## src/hw/ldics_regs.vh

```
// Constants for the LCD driver two-wire command slave
`ifndef LDICS_REGS_VH
`define LDICS_REGS_VH

// Slave address: upper six bits fixed, bit 1 strapped, bit 0 is read/write
`define LDICS_ADDR_PREFIX 6'h1C
`define LDICS_RW_WRITE 1'h0

// Bits per byte and bit-counter width helpers
`define LDICS_BITS_PER_BYTE 4'h8
`define LDICS_BITCNT_ZERO 4'h0
`define LDICS_BITCNT_ONE 4'h1

// Command byte fields
`define LDICS_CONT_BIT 7
`define LDICS_E_BIT 3
`define LDICS_B_BIT 2
`define LDICS_IN_BANK_BIT 1
`define LDICS_OUT_BANK_BIT 0
`define LDICS_ALT_BLINK_BIT 2

// Opcode patterns on bits 6..0, z marks don't care
`define LDICS_OP_MODE_SET 7'b10?????
`define LDICS_OP_LOAD_PTR 7'b0??????
`define LDICS_OP_DEV_SEL 7'b1100???
`define LDICS_OP_BLINK 7'b1110???
`define LDICS_OP_BANK_SEL 7'b11110??

// Drive mode encoding
`define LDICS_MODE_STATIC 2'h1
`define LDICS_MODE_MUX2 2'h2
`define LDICS_MODE_MUX3 2'h3
`define LDICS_MODE_MUX4 2'h0

// Data pointer step per stored byte, per drive mode
`define LDICS_STEP_STATIC 6'h08
`define LDICS_STEP_MUX2 6'h04
`define LDICS_STEP_MUX3 6'h03
`define LDICS_STEP_MUX4 6'h02

// Highest data pointer value before wrapping to the next subaddress
`define LDICS_PTR_LAST 6'h27
`define LDICS_PTR_ZERO 6'h00
`define LDICS_SUB_ONE 3'h1

// Blink rate encoding; nonzero codes divide the display clock
`define LDICS_BLINK_OFF 2'h0
`define LDICS_BLINK_DIV1 768
`define LDICS_BLINK_DIV2 1536
`define LDICS_BLINK_DIV3 3072

// Reset values of the configuration state
`define LDICS_RST_MODE 2'h1
`define LDICS_RST_ENABLE 1'h0
`define LDICS_RST_BIAS 1'h0
`define LDICS_RST_BANK 1'h0
`define LDICS_RST_BLINK 2'h0
`define LDICS_RST_PTR 6'h00
`define LDICS_RST_SUB 3'h0

`endif

```

## src/hw/ldics_cmd_slave.v

```verilog
// Two-wire write-only slave and command decoder for a segment LCD driver
//
// What this block does
// - SDA falling while SCL high is a START.
// - SDA rising while SCL high is a STOP; bus returns idle.
// - Ninth clock after each byte is acknowledge; acknowledger pulls SDA low.
// - Write-only receiver; drives SDA only to acknowledge; ignores reads.
// - Accept address 0111000x/0111001x write only, bit 1 equal to strap.
// - Matching devices acknowledge address; others ignore until next START.
// - Command bit 7 set means another command follows, clear means data.
// - Mode set: enable bit 3, bias bit 2, drive mode bits 1:0.
// - Bank select: bit 1 picks the RAM bank receiving data; ignored in 1:3 or 1:4.
// - Blink: bits 1:0 set the blink rate.
// - Blink bit 2 picks alternate-bank blinking; not in 1:3 or 1:4.
// - Every addressed device acknowledges every command byte.
// - Data byte stored at pointer and subaddress; pointer then advances, subaddress only when pointer wraps.
// - Data byte acknowledged only when subaddress counter matches pins.
// - Repeated START begins a new access.
// - Pointer steps 8 static, 4 for 1:2, 3 for 1:3, 2 for 1:4.
// - Store only while held subaddress equals strapped subaddress.
// - Drive mode codes: static 01, 1:2 10, 1:3 11, 1:4 00.
// - Blink codes: 00 off; 01, 10, 11 divide display clock.
`timescale 1ns/1ns
`include "ldics_regs.vh"

module ldics_cmd_slave (
  input wire clk_sys,
  input wire rst,
  input wire sclPin,
  input wire sdaIn,
  input wire addrStrapPin,
  input wire subaddrPin0,
  input wire subaddrPin1,
  input wire subaddrPin2,
  output wire sdaOut,
  output wire sdaOeN,
  output wire displayEnable,
  output wire biasSelect,
  output wire driveModeHi,
  output wire driveModeLo,
  output wire [5:0] dataPointer,
  output wire [2:0] subaddrCount,
  output wire inputBank,
  output wire outputBank,
  output wire blinkRateHi,
  output wire blinkRateLo,
  output wire blinkAltBank,
  output wire ramWrEn,
  output wire [5:0] ramWrAddr,
  output wire [7:0] ramWrData,
  output wire ramWrBank,
  output wire busActive
);

  // Transfer phases, one-hot
  localparam [4:0] ST_IDLE = 5'h01;
  localparam [4:0] ST_ADDR = 5'h02;
  localparam [4:0] ST_CMD = 5'h04;
  localparam [4:0] ST_DATA = 5'h08;
  localparam [4:0] ST_SKIP = 5'h10;
  wire [5:0] syncBus;
  wire sclS, sdaS, strapS;
  wire [2:0] subPinS;
  reg sclPrev_reg, sdaPrev_reg, busy_reg;
  reg [4:0] state_reg, state_next;
  reg [3:0] bitCnt_reg, bitCnt_next;
  reg [7:0] shift_reg, shift_next;
  reg ackPhase_reg, ackPhase_next;
  reg oeN_reg, oeN_next;
  reg enable_reg, enable_next;
  reg bias_reg, bias_next;
  reg [1:0] mode_reg, mode_next;
  reg [5:0] ptr_reg, ptr_next;
  reg [2:0] sub_reg, sub_next;
  reg inBank_reg, inBank_next;
  reg outBank_reg, outBank_next;
  reg [1:0] blink_reg, blink_next;
  reg alt_reg, alt_next;
  reg wrEn_reg, wrEn_next;
  reg [5:0] wrAddr_reg, wrAddr_next;
  reg [7:0] wrData_reg, wrData_next;
  reg wrBank_reg, wrBank_next;
  wire startSeen, stopSeen, sclRise, sclFall;
  wire receiving, byteFull, subMatch;
  wire [8:0] advanced;

  // Drive modes that own an alternate RAM bank
  function bankable;
    input [1:0] mode;
    begin
      bankable = (mode == `LDICS_MODE_STATIC) || (mode == `LDICS_MODE_MUX2);
    end
  endfunction

  // Next {subaddress, pointer} after one data byte
  function [8:0] ptrAdvance;
    input [5:0] ptr;
    input [2:0] sub;
    input [1:0] mode;
    reg [5:0] step;
    reg [6:0] sum;
    begin
      step = `LDICS_STEP_MUX4;
      sum = 7'h00;
      case (mode)
        `LDICS_MODE_STATIC: step = `LDICS_STEP_STATIC;
        `LDICS_MODE_MUX2: step = `LDICS_STEP_MUX2;
        `LDICS_MODE_MUX3: step = `LDICS_STEP_MUX3;
        default: step = `LDICS_STEP_MUX4;
      endcase
      sum = {1'b0, ptr} + {1'b0, step};
      // Past the last location, loading carries on at the next subaddress
      if (sum > {1'b0, `LDICS_PTR_LAST})
        ptrAdvance = {sub + `LDICS_SUB_ONE, `LDICS_PTR_ZERO};
      else
        ptrAdvance = {sub, sum[5:0]};
    end
  endfunction
  // Pins pass two flip-flops before any logic reads them
  ldics_sync #(
    .WIDTH(6)
  ) u_sync (
    .clk_sys(clk_sys),
    .rst(rst),
    .asyncIn({sclPin, sdaIn, addrStrapPin, subaddrPin2, subaddrPin1, subaddrPin0}),
    .syncOut(syncBus)
  );

  assign sclS = syncBus[5];
  assign sdaS = syncBus[4];
  assign strapS = syncBus[3];
  assign subPinS = syncBus[2:0];

  // Bus condition and edge detection on the synchronised lines
  assign startSeen = sclS && sclPrev_reg && sdaPrev_reg && !sdaS;
  assign stopSeen = sclS && sclPrev_reg && !sdaPrev_reg && sdaS;
  assign sclRise = sclS && !sclPrev_reg;
  assign sclFall = !sclS && sclPrev_reg;
  assign receiving = (state_reg == ST_ADDR) || (state_reg == ST_CMD) || (state_reg == ST_DATA);
  assign byteFull = (bitCnt_reg == `LDICS_BITS_PER_BYTE);
  assign subMatch = (sub_reg == subPinS);
  assign advanced = ptrAdvance(ptr_reg, sub_reg, mode_reg);

  // Next-state logic for the receiver and command decoder
  always @*
  begin
    state_next = state_reg;
    bitCnt_next = bitCnt_reg;
    shift_next = shift_reg;
    ackPhase_next = ackPhase_reg;
    oeN_next = oeN_reg;
    enable_next = enable_reg;
    bias_next = bias_reg;
    mode_next = mode_reg;
    ptr_next = ptr_reg;
    sub_next = sub_reg;
    inBank_next = inBank_reg;
    outBank_next = outBank_reg;
    blink_next = blink_reg;
    alt_next = alt_reg;
    wrEn_next = 1'b0;
    wrAddr_next = wrAddr_reg;
    wrData_next = wrData_reg;
    wrBank_next = wrBank_reg;
    if (startSeen)
    begin
      // Any START, repeated or not, opens a new access
      state_next = ST_ADDR;
      bitCnt_next = `LDICS_BITCNT_ZERO;
      ackPhase_next = 1'b0;
      oeN_next = 1'b1;
    end
    else if (stopSeen)
    begin
      // A partial byte is dropped; configuration stays as it was
      state_next = ST_IDLE;
      bitCnt_next = `LDICS_BITCNT_ZERO;
      ackPhase_next = 1'b0;
      oeN_next = 1'b1;
    end
    else if (sclRise && receiving && !ackPhase_reg && !byteFull)
    begin
      // Sample SDA once per SCL high phase
      shift_next = {shift_reg[6:0], sdaS};
      bitCnt_next = bitCnt_reg + `LDICS_BITCNT_ONE;
    end
    else if (sclFall && ackPhase_reg)
    begin
      // End of the acknowledge clock: release SDA, next byte follows
      ackPhase_next = 1'b0;
      oeN_next = 1'b1;
      bitCnt_next = `LDICS_BITCNT_ZERO;
    end
    else if (sclFall && receiving && byteFull)
    begin
      ackPhase_next = 1'b1;
      case (state_reg)
        ST_ADDR:
        begin
          if ((shift_reg[7:2] == `LDICS_ADDR_PREFIX) && (shift_reg[1] == strapS) &&
              (shift_reg[0] == `LDICS_RW_WRITE))
          begin
            oeN_next = 1'b0;
            state_next = ST_CMD;
          end
          else
            state_next = ST_SKIP;
        end
        ST_CMD:
        begin
          oeN_next = 1'b0;
          if (!shift_reg[`LDICS_CONT_BIT])
            state_next = ST_DATA;
          casez (shift_reg[6:0])
            `LDICS_OP_LOAD_PTR: ptr_next = shift_reg[5:0];
            `LDICS_OP_MODE_SET:
            begin
              enable_next = shift_reg[`LDICS_E_BIT];
              bias_next = shift_reg[`LDICS_B_BIT];
              mode_next = shift_reg[1:0];
            end
            `LDICS_OP_DEV_SEL: sub_next = shift_reg[2:0];
            `LDICS_OP_BLINK:
            begin
              blink_next = shift_reg[1:0];
              alt_next = shift_reg[`LDICS_ALT_BLINK_BIT] && bankable(mode_reg);
            end
            `LDICS_OP_BANK_SEL:
            begin
              if (bankable(mode_reg))
              begin
                inBank_next = shift_reg[`LDICS_IN_BANK_BIT];
                outBank_next = shift_reg[`LDICS_OUT_BANK_BIT];
              end
            end
            default: state_next = state_next;
          endcase
        end
        ST_DATA:
        begin
          // All devices track the pointer; only the selected one stores
          if (subMatch)
          begin
            oeN_next = 1'b0;
            wrEn_next = 1'b1;
            wrAddr_next = ptr_reg;
            wrData_next = shift_reg;
            wrBank_next = inBank_reg;
          end
          sub_next = advanced[8:6];
          ptr_next = advanced[5:0];
        end
        default: ackPhase_next = 1'b0;
      endcase
    end
  end

  // State registers
  always @(posedge clk_sys or posedge rst)
  begin
    if (rst)
    begin
      sclPrev_reg <= 1'b1;
      sdaPrev_reg <= 1'b1;
      state_reg <= ST_IDLE;
      bitCnt_reg <= `LDICS_BITCNT_ZERO;
      shift_reg <= 8'h00;
      ackPhase_reg <= 1'b0;
      oeN_reg <= 1'b1;
      enable_reg <= `LDICS_RST_ENABLE;
      bias_reg <= `LDICS_RST_BIAS;
      mode_reg <= `LDICS_RST_MODE;
      ptr_reg <= `LDICS_RST_PTR;
      sub_reg <= `LDICS_RST_SUB;
      inBank_reg <= `LDICS_RST_BANK;
      outBank_reg <= `LDICS_RST_BANK;
      blink_reg <= `LDICS_RST_BLINK;
      alt_reg <= 1'b0;
      wrEn_reg <= 1'b0;
      wrAddr_reg <= `LDICS_RST_PTR;
      wrData_reg <= 8'h00;
      wrBank_reg <= `LDICS_RST_BANK;
      busy_reg <= 1'b0;
    end
    else
    begin
      sclPrev_reg <= sclS;
      sdaPrev_reg <= sdaS;
      state_reg <= state_next;
      bitCnt_reg <= bitCnt_next;
      shift_reg <= shift_next;
      ackPhase_reg <= ackPhase_next;
      oeN_reg <= oeN_next;
      enable_reg <= enable_next;
      bias_reg <= bias_next;
      mode_reg <= mode_next;
      ptr_reg <= ptr_next;
      sub_reg <= sub_next;
      inBank_reg <= inBank_next;
      outBank_reg <= outBank_next;
      blink_reg <= blink_next;
      alt_reg <= alt_next;
      wrEn_reg <= wrEn_next;
      wrAddr_reg <= wrAddr_next;
      wrData_reg <= wrData_next;
      wrBank_reg <= wrBank_next;
      busy_reg <= (state_next != ST_IDLE);
    end
  end

  // Outputs straight from flip-flops except sdaOut, tied to 0; SDA is only ever pulled low
  assign sdaOut = 1'b0;
  assign sdaOeN = oeN_reg;
  assign displayEnable = enable_reg;
  assign biasSelect = bias_reg;
  assign driveModeHi = mode_reg[1];
  assign driveModeLo = mode_reg[0];
  assign dataPointer = ptr_reg;
  assign subaddrCount = sub_reg;
  assign inputBank = inBank_reg;
  assign outputBank = outBank_reg;
  assign blinkRateHi = blink_reg[1];
  assign blinkRateLo = blink_reg[0];
  assign blinkAltBank = alt_reg;
  assign ramWrEn = wrEn_reg;
  assign ramWrAddr = wrAddr_reg;
  assign ramWrData = wrData_reg;
  assign ramWrBank = wrBank_reg;
  assign busActive = busy_reg;

endmodule

```

## src/hw/ldics_sync.v

```verilog
// Two-flop synchroniser for the bus and strap pins
`timescale 1ns/1ns
module ldics_sync #(
  parameter WIDTH = 6
) (
  input wire clk_sys,
  input wire rst,
  input wire [WIDTH-1:0] asyncIn,
  output wire [WIDTH-1:0] syncOut
);

  reg [WIDTH-1:0] stage1_reg;
  reg [WIDTH-1:0] stage2_reg;

  // First stage feeds only the second stage
  always @(posedge clk_sys or posedge rst)
  begin
    if (rst)
    begin
      stage1_reg <= {WIDTH{1'b1}};
      stage2_reg <= {WIDTH{1'b1}};
    end
    else
    begin
      stage1_reg <= asyncIn;
      stage2_reg <= stage1_reg;
    end
  end

  assign syncOut = stage2_reg;

endmodule

```

## config.mk

```make
export PLATFORM = sky130hd
export DESIGN_NAME = ldics_cmd_slave
export DESIGN_NICKNAME = d
export VERILOG_FILES = /design/src/hw/ldics_cmd_slave.v /design/src/hw/ldics_sync.v
export VERILOG_INCLUDE_DIRS = /design/src /design/src/hw
export SDC_FILE = /design/constraint.sdc
export NUM_CORES = 1
export LEC_CHECK = 0
export BUFFER_PORTS_ARGS = -buffer_cell sky130_fd_sc_hd__buf_2
export CAP_MARGIN = 0
export CORE_UTILIZATION = 38
export CTS_CLUSTER_DIAMETER = 100
export CTS_CLUSTER_SIZE = 28
export DETAILED_ROUTE_END_ITERATION = 7
export PLACE_DENSITY = 0.54
export SYNTH_ARGS = -nofsm -noshare
export SYNTH_HDL_FRONTEND = slang
export SYNTH_SLANG_ARGS = --single-unit
```

## constraint.sdc

```tcl
create_clock -name clk_sys -period 4.4 [get_ports clk_sys]
set_clock_uncertainty 0.1 [all_clocks]
set_input_delay 0.88 -clock clk_sys [delete_from_list [all_inputs] [get_ports clk_sys]]
set_output_delay 0.88 -clock clk_sys [all_outputs]
set_load 0.005 [all_outputs]
```

# ---- After elaboration in Yosys (flattened, before gate mapping)
# Index checks and enable logic that the tools add are counted.
# W data, S select, Z words.
dict set report op_classes {
  add_sub_neg 3
  mul 0
  div 0
  magnitude_cmp 1
  eq_ne 21
  shift 0
  mux 39
  bitwise 5
  reduce_logical 39
}
# op n
set ops {}
lappend ops {{$mux W5} 7}
lappend ops {{$reduce_and A7 Y1} 4}
lappend ops {{$mux W1} 20}
lappend ops {{$logic_and A1 B1 Y1} 16}
lappend ops {{$mux W4} 4}
lappend ops {{$reduce_and A8 Y1} 2}
lappend ops {{$eq A4 B4 Y1 const B} 3}
lappend ops {{$pmux W4 S3} 1}
lappend ops {{$pmux W6 S2} 1}
lappend ops {{$pmux W5 S2} 1}
lappend ops {{$mux W9} 1}
lappend ops {{$reduce_bool A4 Y1} 2}
lappend ops {{$add A6 B6 Y7} 1}
lappend ops {{$gt A7 B6 Y1 const B} 1}
lappend ops {{$eq A2 B2 Y1 const B} 3}
lappend ops {{$eq A6 B5 Y1 const B} 1}
lappend ops {{$logic_not A1 Y1} 6}
lappend ops {{$mux W6} 1}
lappend ops {{$pmux W3 S2} 1}
lappend ops {{$reduce_bool A6 Y1} 1}
lappend ops {{$eq A5 B2 Y1 const B} 1}
lappend ops {{$eq A5 B3 Y1 const B} 1}
lappend ops {{$eq A5 B4 Y1 const B} 1}
lappend ops {{$eq A5 B5 Y1 const B} 1}
lappend ops {{other kinds (20)} 27}
dict set report word_totals {
  reg_bits 68
  latch_bits 0
  mem_bits_rw 0
  rom_bits 0
  elab_cells 131
  memories 0
}

# ---- Longest topological paths before layout
dict set report depth {
  word_depth 11
  mapped_depth 10
  mapped_depth_nobuf 10
}

# ---- Cells and area by module
# A second synthesis with hierarchy kept.
dict set report hier_totals {
  cells_unflattened 306
  hier_area_um2 3191.8
}
# module instances cells_per_inst area_per_inst_um2
set modules_own_cells {}
lappend modules_own_cells {ldics_cmd_slave 1 293 2872.8}
lappend modules_own_cells {ldics_sync 1 13 319.1}

# ---- Least setup slack after synthesis
# OpenSTA, ideal clock, no wires.
dict set report synth_path {
  kind {flip-flop to flip-flop}
  startpoint {register mode_reg[0]}
  endpoint {register ptr_reg[0] (netlist: dataPointer[0])}
  setup_ns 0.126
  t_arrival_ns 2.636
  t_required_ns 4.174
  path_slack_ns 1.538
  stages_incl_launch_ff 11
  path_buffers 0
  cell_sequence {dfstp_2 ha_1 ha_1 inv_1 fa_1 nor2b_1 o31ai_1 a222oi_1 nor2_2 a221oi_1 nor2_1}
}
dict set report synth_between {
  elab_chain_len 6
}
# element line_no
set synth_rtl {}
lappend synth_rtl {{start, declared} ldics_cmd_slave.v:72} ;# reg [1:0] mode_reg, mode_next;
lappend synth_rtl {{start signal, assigned} ldics_cmd_slave.v:272} ;# mode_reg <= `LDICS_RST_MODE;
lappend synth_rtl {{start signal, assigned} ldics_cmd_slave.v:296} ;# mode_reg <= mode_next;
lappend synth_rtl {{$eq A2 B2 Y1 or $eq A2 B1 Y1 (tied branches)} ldics_cmd_slave.v:105} ;# case (mode)
lappend synth_rtl {{$pmux W4 S3 (*)} ldics_cmd_slave.v:105}
lappend synth_rtl {{$add A6 B6 Y7 (*)} ldics_cmd_slave.v:111} ;# sum = {1'b0, ptr} + {1'b0, step};
lappend synth_rtl {{$gt A7 B6 Y1} ldics_cmd_slave.v:113} ;# if (sum > {1'b0, `LDICS_PTR_LAST})
lappend synth_rtl {{$mux W9 (*)} ldics_cmd_slave.v:113}
lappend synth_rtl {{$pmux W6 S2 (*)} ldics_cmd_slave.v:197} ;# case (state_reg)
lappend synth_rtl {{end signal, assigned} ldics_cmd_slave.v:273} ;# ptr_reg <= `LDICS_RST_PTR;
lappend synth_rtl {{end signal, assigned} ldics_cmd_slave.v:297} ;# ptr_reg <= ptr_next;
lappend synth_rtl {{end, declared} ldics_cmd_slave.v:73} ;# reg [5:0] ptr_reg, ptr_next;
# Mark *: on every way between the ends. The rest lies on a longest branch, timed or not. The select of a mux whose other input is x is not followed.
# A chain may end at the register's enable or synchronous reset.

# ---- Final worst setup path
# Same ends and word-level chain as after synthesis.

==> out/metrics.yaml <==
async_flop_share_pct: 100.0
reg2reg_from: "mode_reg[0]$_DFFE_PP1P_"
area_growth_pct: 17.22
ys_top_cells_by_area: "dfrtp_1, dfstp_2, mux2_2"
vias: 2219
slew_violations: 0
drv_cap: 0
power_frac_clock_pct: 36.6
r2r_cells: 10
setup_tns_ns: 0
synth_cells: 269
fmax_ghz: 0.3072
antenna-diode-count: 0
die_h_um: 92.88
synthDominantCellAreaShare_pct: 40.67
post_synth.cell_area_avg_um2: 11.67
critPathLaunchType: "flop"
fin_crit_sh_pct: 73.98
clkTransAtPathRegs_ns: 0.07
drtPass1Iterations: 4
first_global_vias: 2110
critPathSlowestCell: "a222oi_1"
route.detailed.wl_per_inst_um: 15.42
use_met2_pct: 24.39
start_util_pct: 39.99
dp_hpwl_um: 4675
synth.distinct_cells: 54
cts_root_buf: "clkbuf_8"
busiest_layer: "met2"
period_needed_ns: 3.255
min_to: "u_sync.syncOut[4]$_DFF_PP1_"
crit_chain: "ha_1 -> ha_1 -> inv_1 -> fa_1 -> nor2b_1 -> o31ai_1 -> a222oi_1 -> nor2_2 -> a221oi_1 -> nor2_1"
ys_ff_latch: 68
grt_max_degree: 47
combPwrFrac_pct: 8.9
drcViolationCount: 0
clk_path_buf_depth: 2
die_w_um: 92.88
grtUsageMet1_pct: 23.33
hold_depth: 0
slowest_delay_ns: 0.87
gp_congestion: 0.7960
cts_hold_buf: 0
synth_fp_nets: 288
io_pins: 45
core_um2: 7848
p_sw_mw: 0.3787
htreeDepth: 3
tightest_slew_ns: 1.008
global_route.usage.met3_pct: 3.859
drt_iter0_drc: 146
yosysSeqAreaShare_pct: 54.90
tritoncts: "built"
regToRegSetupSlack_ns: 1.14
rsz0062_at_grt: "no"
p_int_mw: 1.042
finish.utilization_pct: 46.88
rr_endpoint: "dataPointer[0]$_DFFE_PP0P_"
clk_latency_ns: 0.34
synth.most_common_cell: "dfrtp_1"
clock-sinks: 68
ir_worst_vdd_uv: 217.5
cts-buffers-inserted: 9
dieArea_um2: 8626
power_frac_seq_pct: 54.5
viasPerCell: 5.197
synth_enable_flop_cells: 0
worstSetupPathType: "flop to flop"
worstPathRequired_ns: 4.52
final_layout_size_suffix_gt1_share_pct: 35.08
cts-resized-gates: 0
grt_first_pass_wirelength_um: 10790
netSwitchingFraction_pct: 26.66
cp-end-kind: "flop"
cts_setup_buffers: 0
ys_top_cells_by_count: "dfrtp_1, mux2_2, nor2_1"
worst-path-max-fanout: 7
arrival_ns: 3.38
ys.flop_type: "dfrtp_1"
status: "finished, final reports clean"
ant_nets: 0
pwr_density_cell_nw_per_um2: 386.2
hold_viol: 0
max-slew-margin-rel_pct: 32.82
rows: 32
ys.warnings.count: 0
fin_nets: 339
setup_viol: 0
synth_top_cell_by_area: "dfrtp_1"
netlist_area_um2: 3138
fin_hold_ws_ns: 0.2557
critPathMostFrequentCell: "ha_1"
p_leak_nw: 1.781
hp-class: "flop to flop"
drt_wl_total_um: 6583
hold_start: "u_sync.stage1_reg[4]$_DFF_PP1_"
track_usage_pct: 16.68
grt_overflow: 0
antenna_found_initial: 0
io_buffers: 43
-- cell families (layout without fill, tap and decap cells) --
group,Yosys count,count (layout),share of synthesized area (%)
simple gates,79,79,13.48
flops,68,68,54.90
compound gates,53,53,11.20
mux,30,30,10.73
buf+inv,18,74,2.432
fa+ha+maj,11,11,4.625
xor+xnor,9,9,2.512
other cells,1,1,0.1195
-- critical path: cells and delay by family (launching register included) --
family / cells / cell delay (ns)
compound gates: 3 / 1.28
fa+ha+maj: 3 / 0.74
flops: 1 / 0.56
simple gates: 3 / 0.39
buf+inv: 1 / 0.06
-- worst max path at each step --
| stage | from | end | slack, ns | depth (start not counted) |
|---|---|---|---|---|
| floorplan | mode_reg[0]$_DFFE_PP1P_ | dataPointer[0]$_DFFE_PP0P_ | 1.54 | 10 |
| global placement | mode_reg[0]$_DFFE_PP1P_ | dataPointer[3]$_DFFE_PP0P_ | 1.26 | 10 |
| detailed placement | mode_reg[0]$_DFFE_PP1P_ | dataPointer[0]$_DFFE_PP0P_ | 1.18 | 10 |
| CTS | mode_reg[0]$_DFFE_PP1P_ | dataPointer[0]$_DFFE_PP0P_ | 1.15 | 10 |
| global route | mode_reg[0]$_DFFE_PP1P_ | dataPointer[0]$_DFFE_PP0P_ | 0.91 | 10 |
| finish | mode_reg[0]$_DFFE_PP1P_ | dataPointer[0]$_DFFE_PP0P_ | 1.14 | 10 |
-- cell usage in the layout, fill, tap and decap left out, types with 6 or more instances in the layout --
cell type  Yosys  routed
a21oi_1        8       8
buf_2          4      43
clkbuf_8       0      11
dfrtp_1       51      51
dfstp_2       17      17
ha_1          10      10
inv_1         11      10
mux2_2        29      29
nand2_1       13      13
nor2_1        27      27
o21ai_0       12      12
xor2_1         6       6
-- metrics by stage --
stage	cells	setup WS, ns	power, mW	area [µm²]
finish	427	1.145	1.420	3679
global route	427	0.9093	1.492	3679
CTS	427	1.149	1.441	3679
detailed placement	411	1.184	0.9167	3476
global placement	411	1.264	0.9129	3476
floorplan	269	1.538	0.8533	3138
-- layout make-up --
type / instances / area (µm²)
clock buffers: 12 / 155.1
clock inverters: 4 / 47.55
fillers: 779 / 4169
inverters: 11 / 41.29
multi-input cells: 183 / 1339
flip-flops and latches: 68 / 1723
well taps: 102 / 127.6
repair buffers: 47 / 245.2
-- power groups by stage --
stage	registers [mW]	logic, mW	clock network [mW]
floorplan	0.739	0.114	0
detailed placement	0.788	0.129	0
finish	0.775	0.126	0.519
global route	0.787	0.146	0.560
global placement	0.788	0.125	0
CTS	0.777	0.129	0.535
-- layer usage --
| metal | up-vias | routed length [µm] |
|---|---|---|
| li1 | 1069 | - |
| met1 | 1078 | 3188 |
| met2 | 60 | 2968 |
| met3 | 12 | 292 |
| met4 | 0 | 133 |
| met5 | - | 0 |
Note: power is estimated with default switching activity, not from simulation.
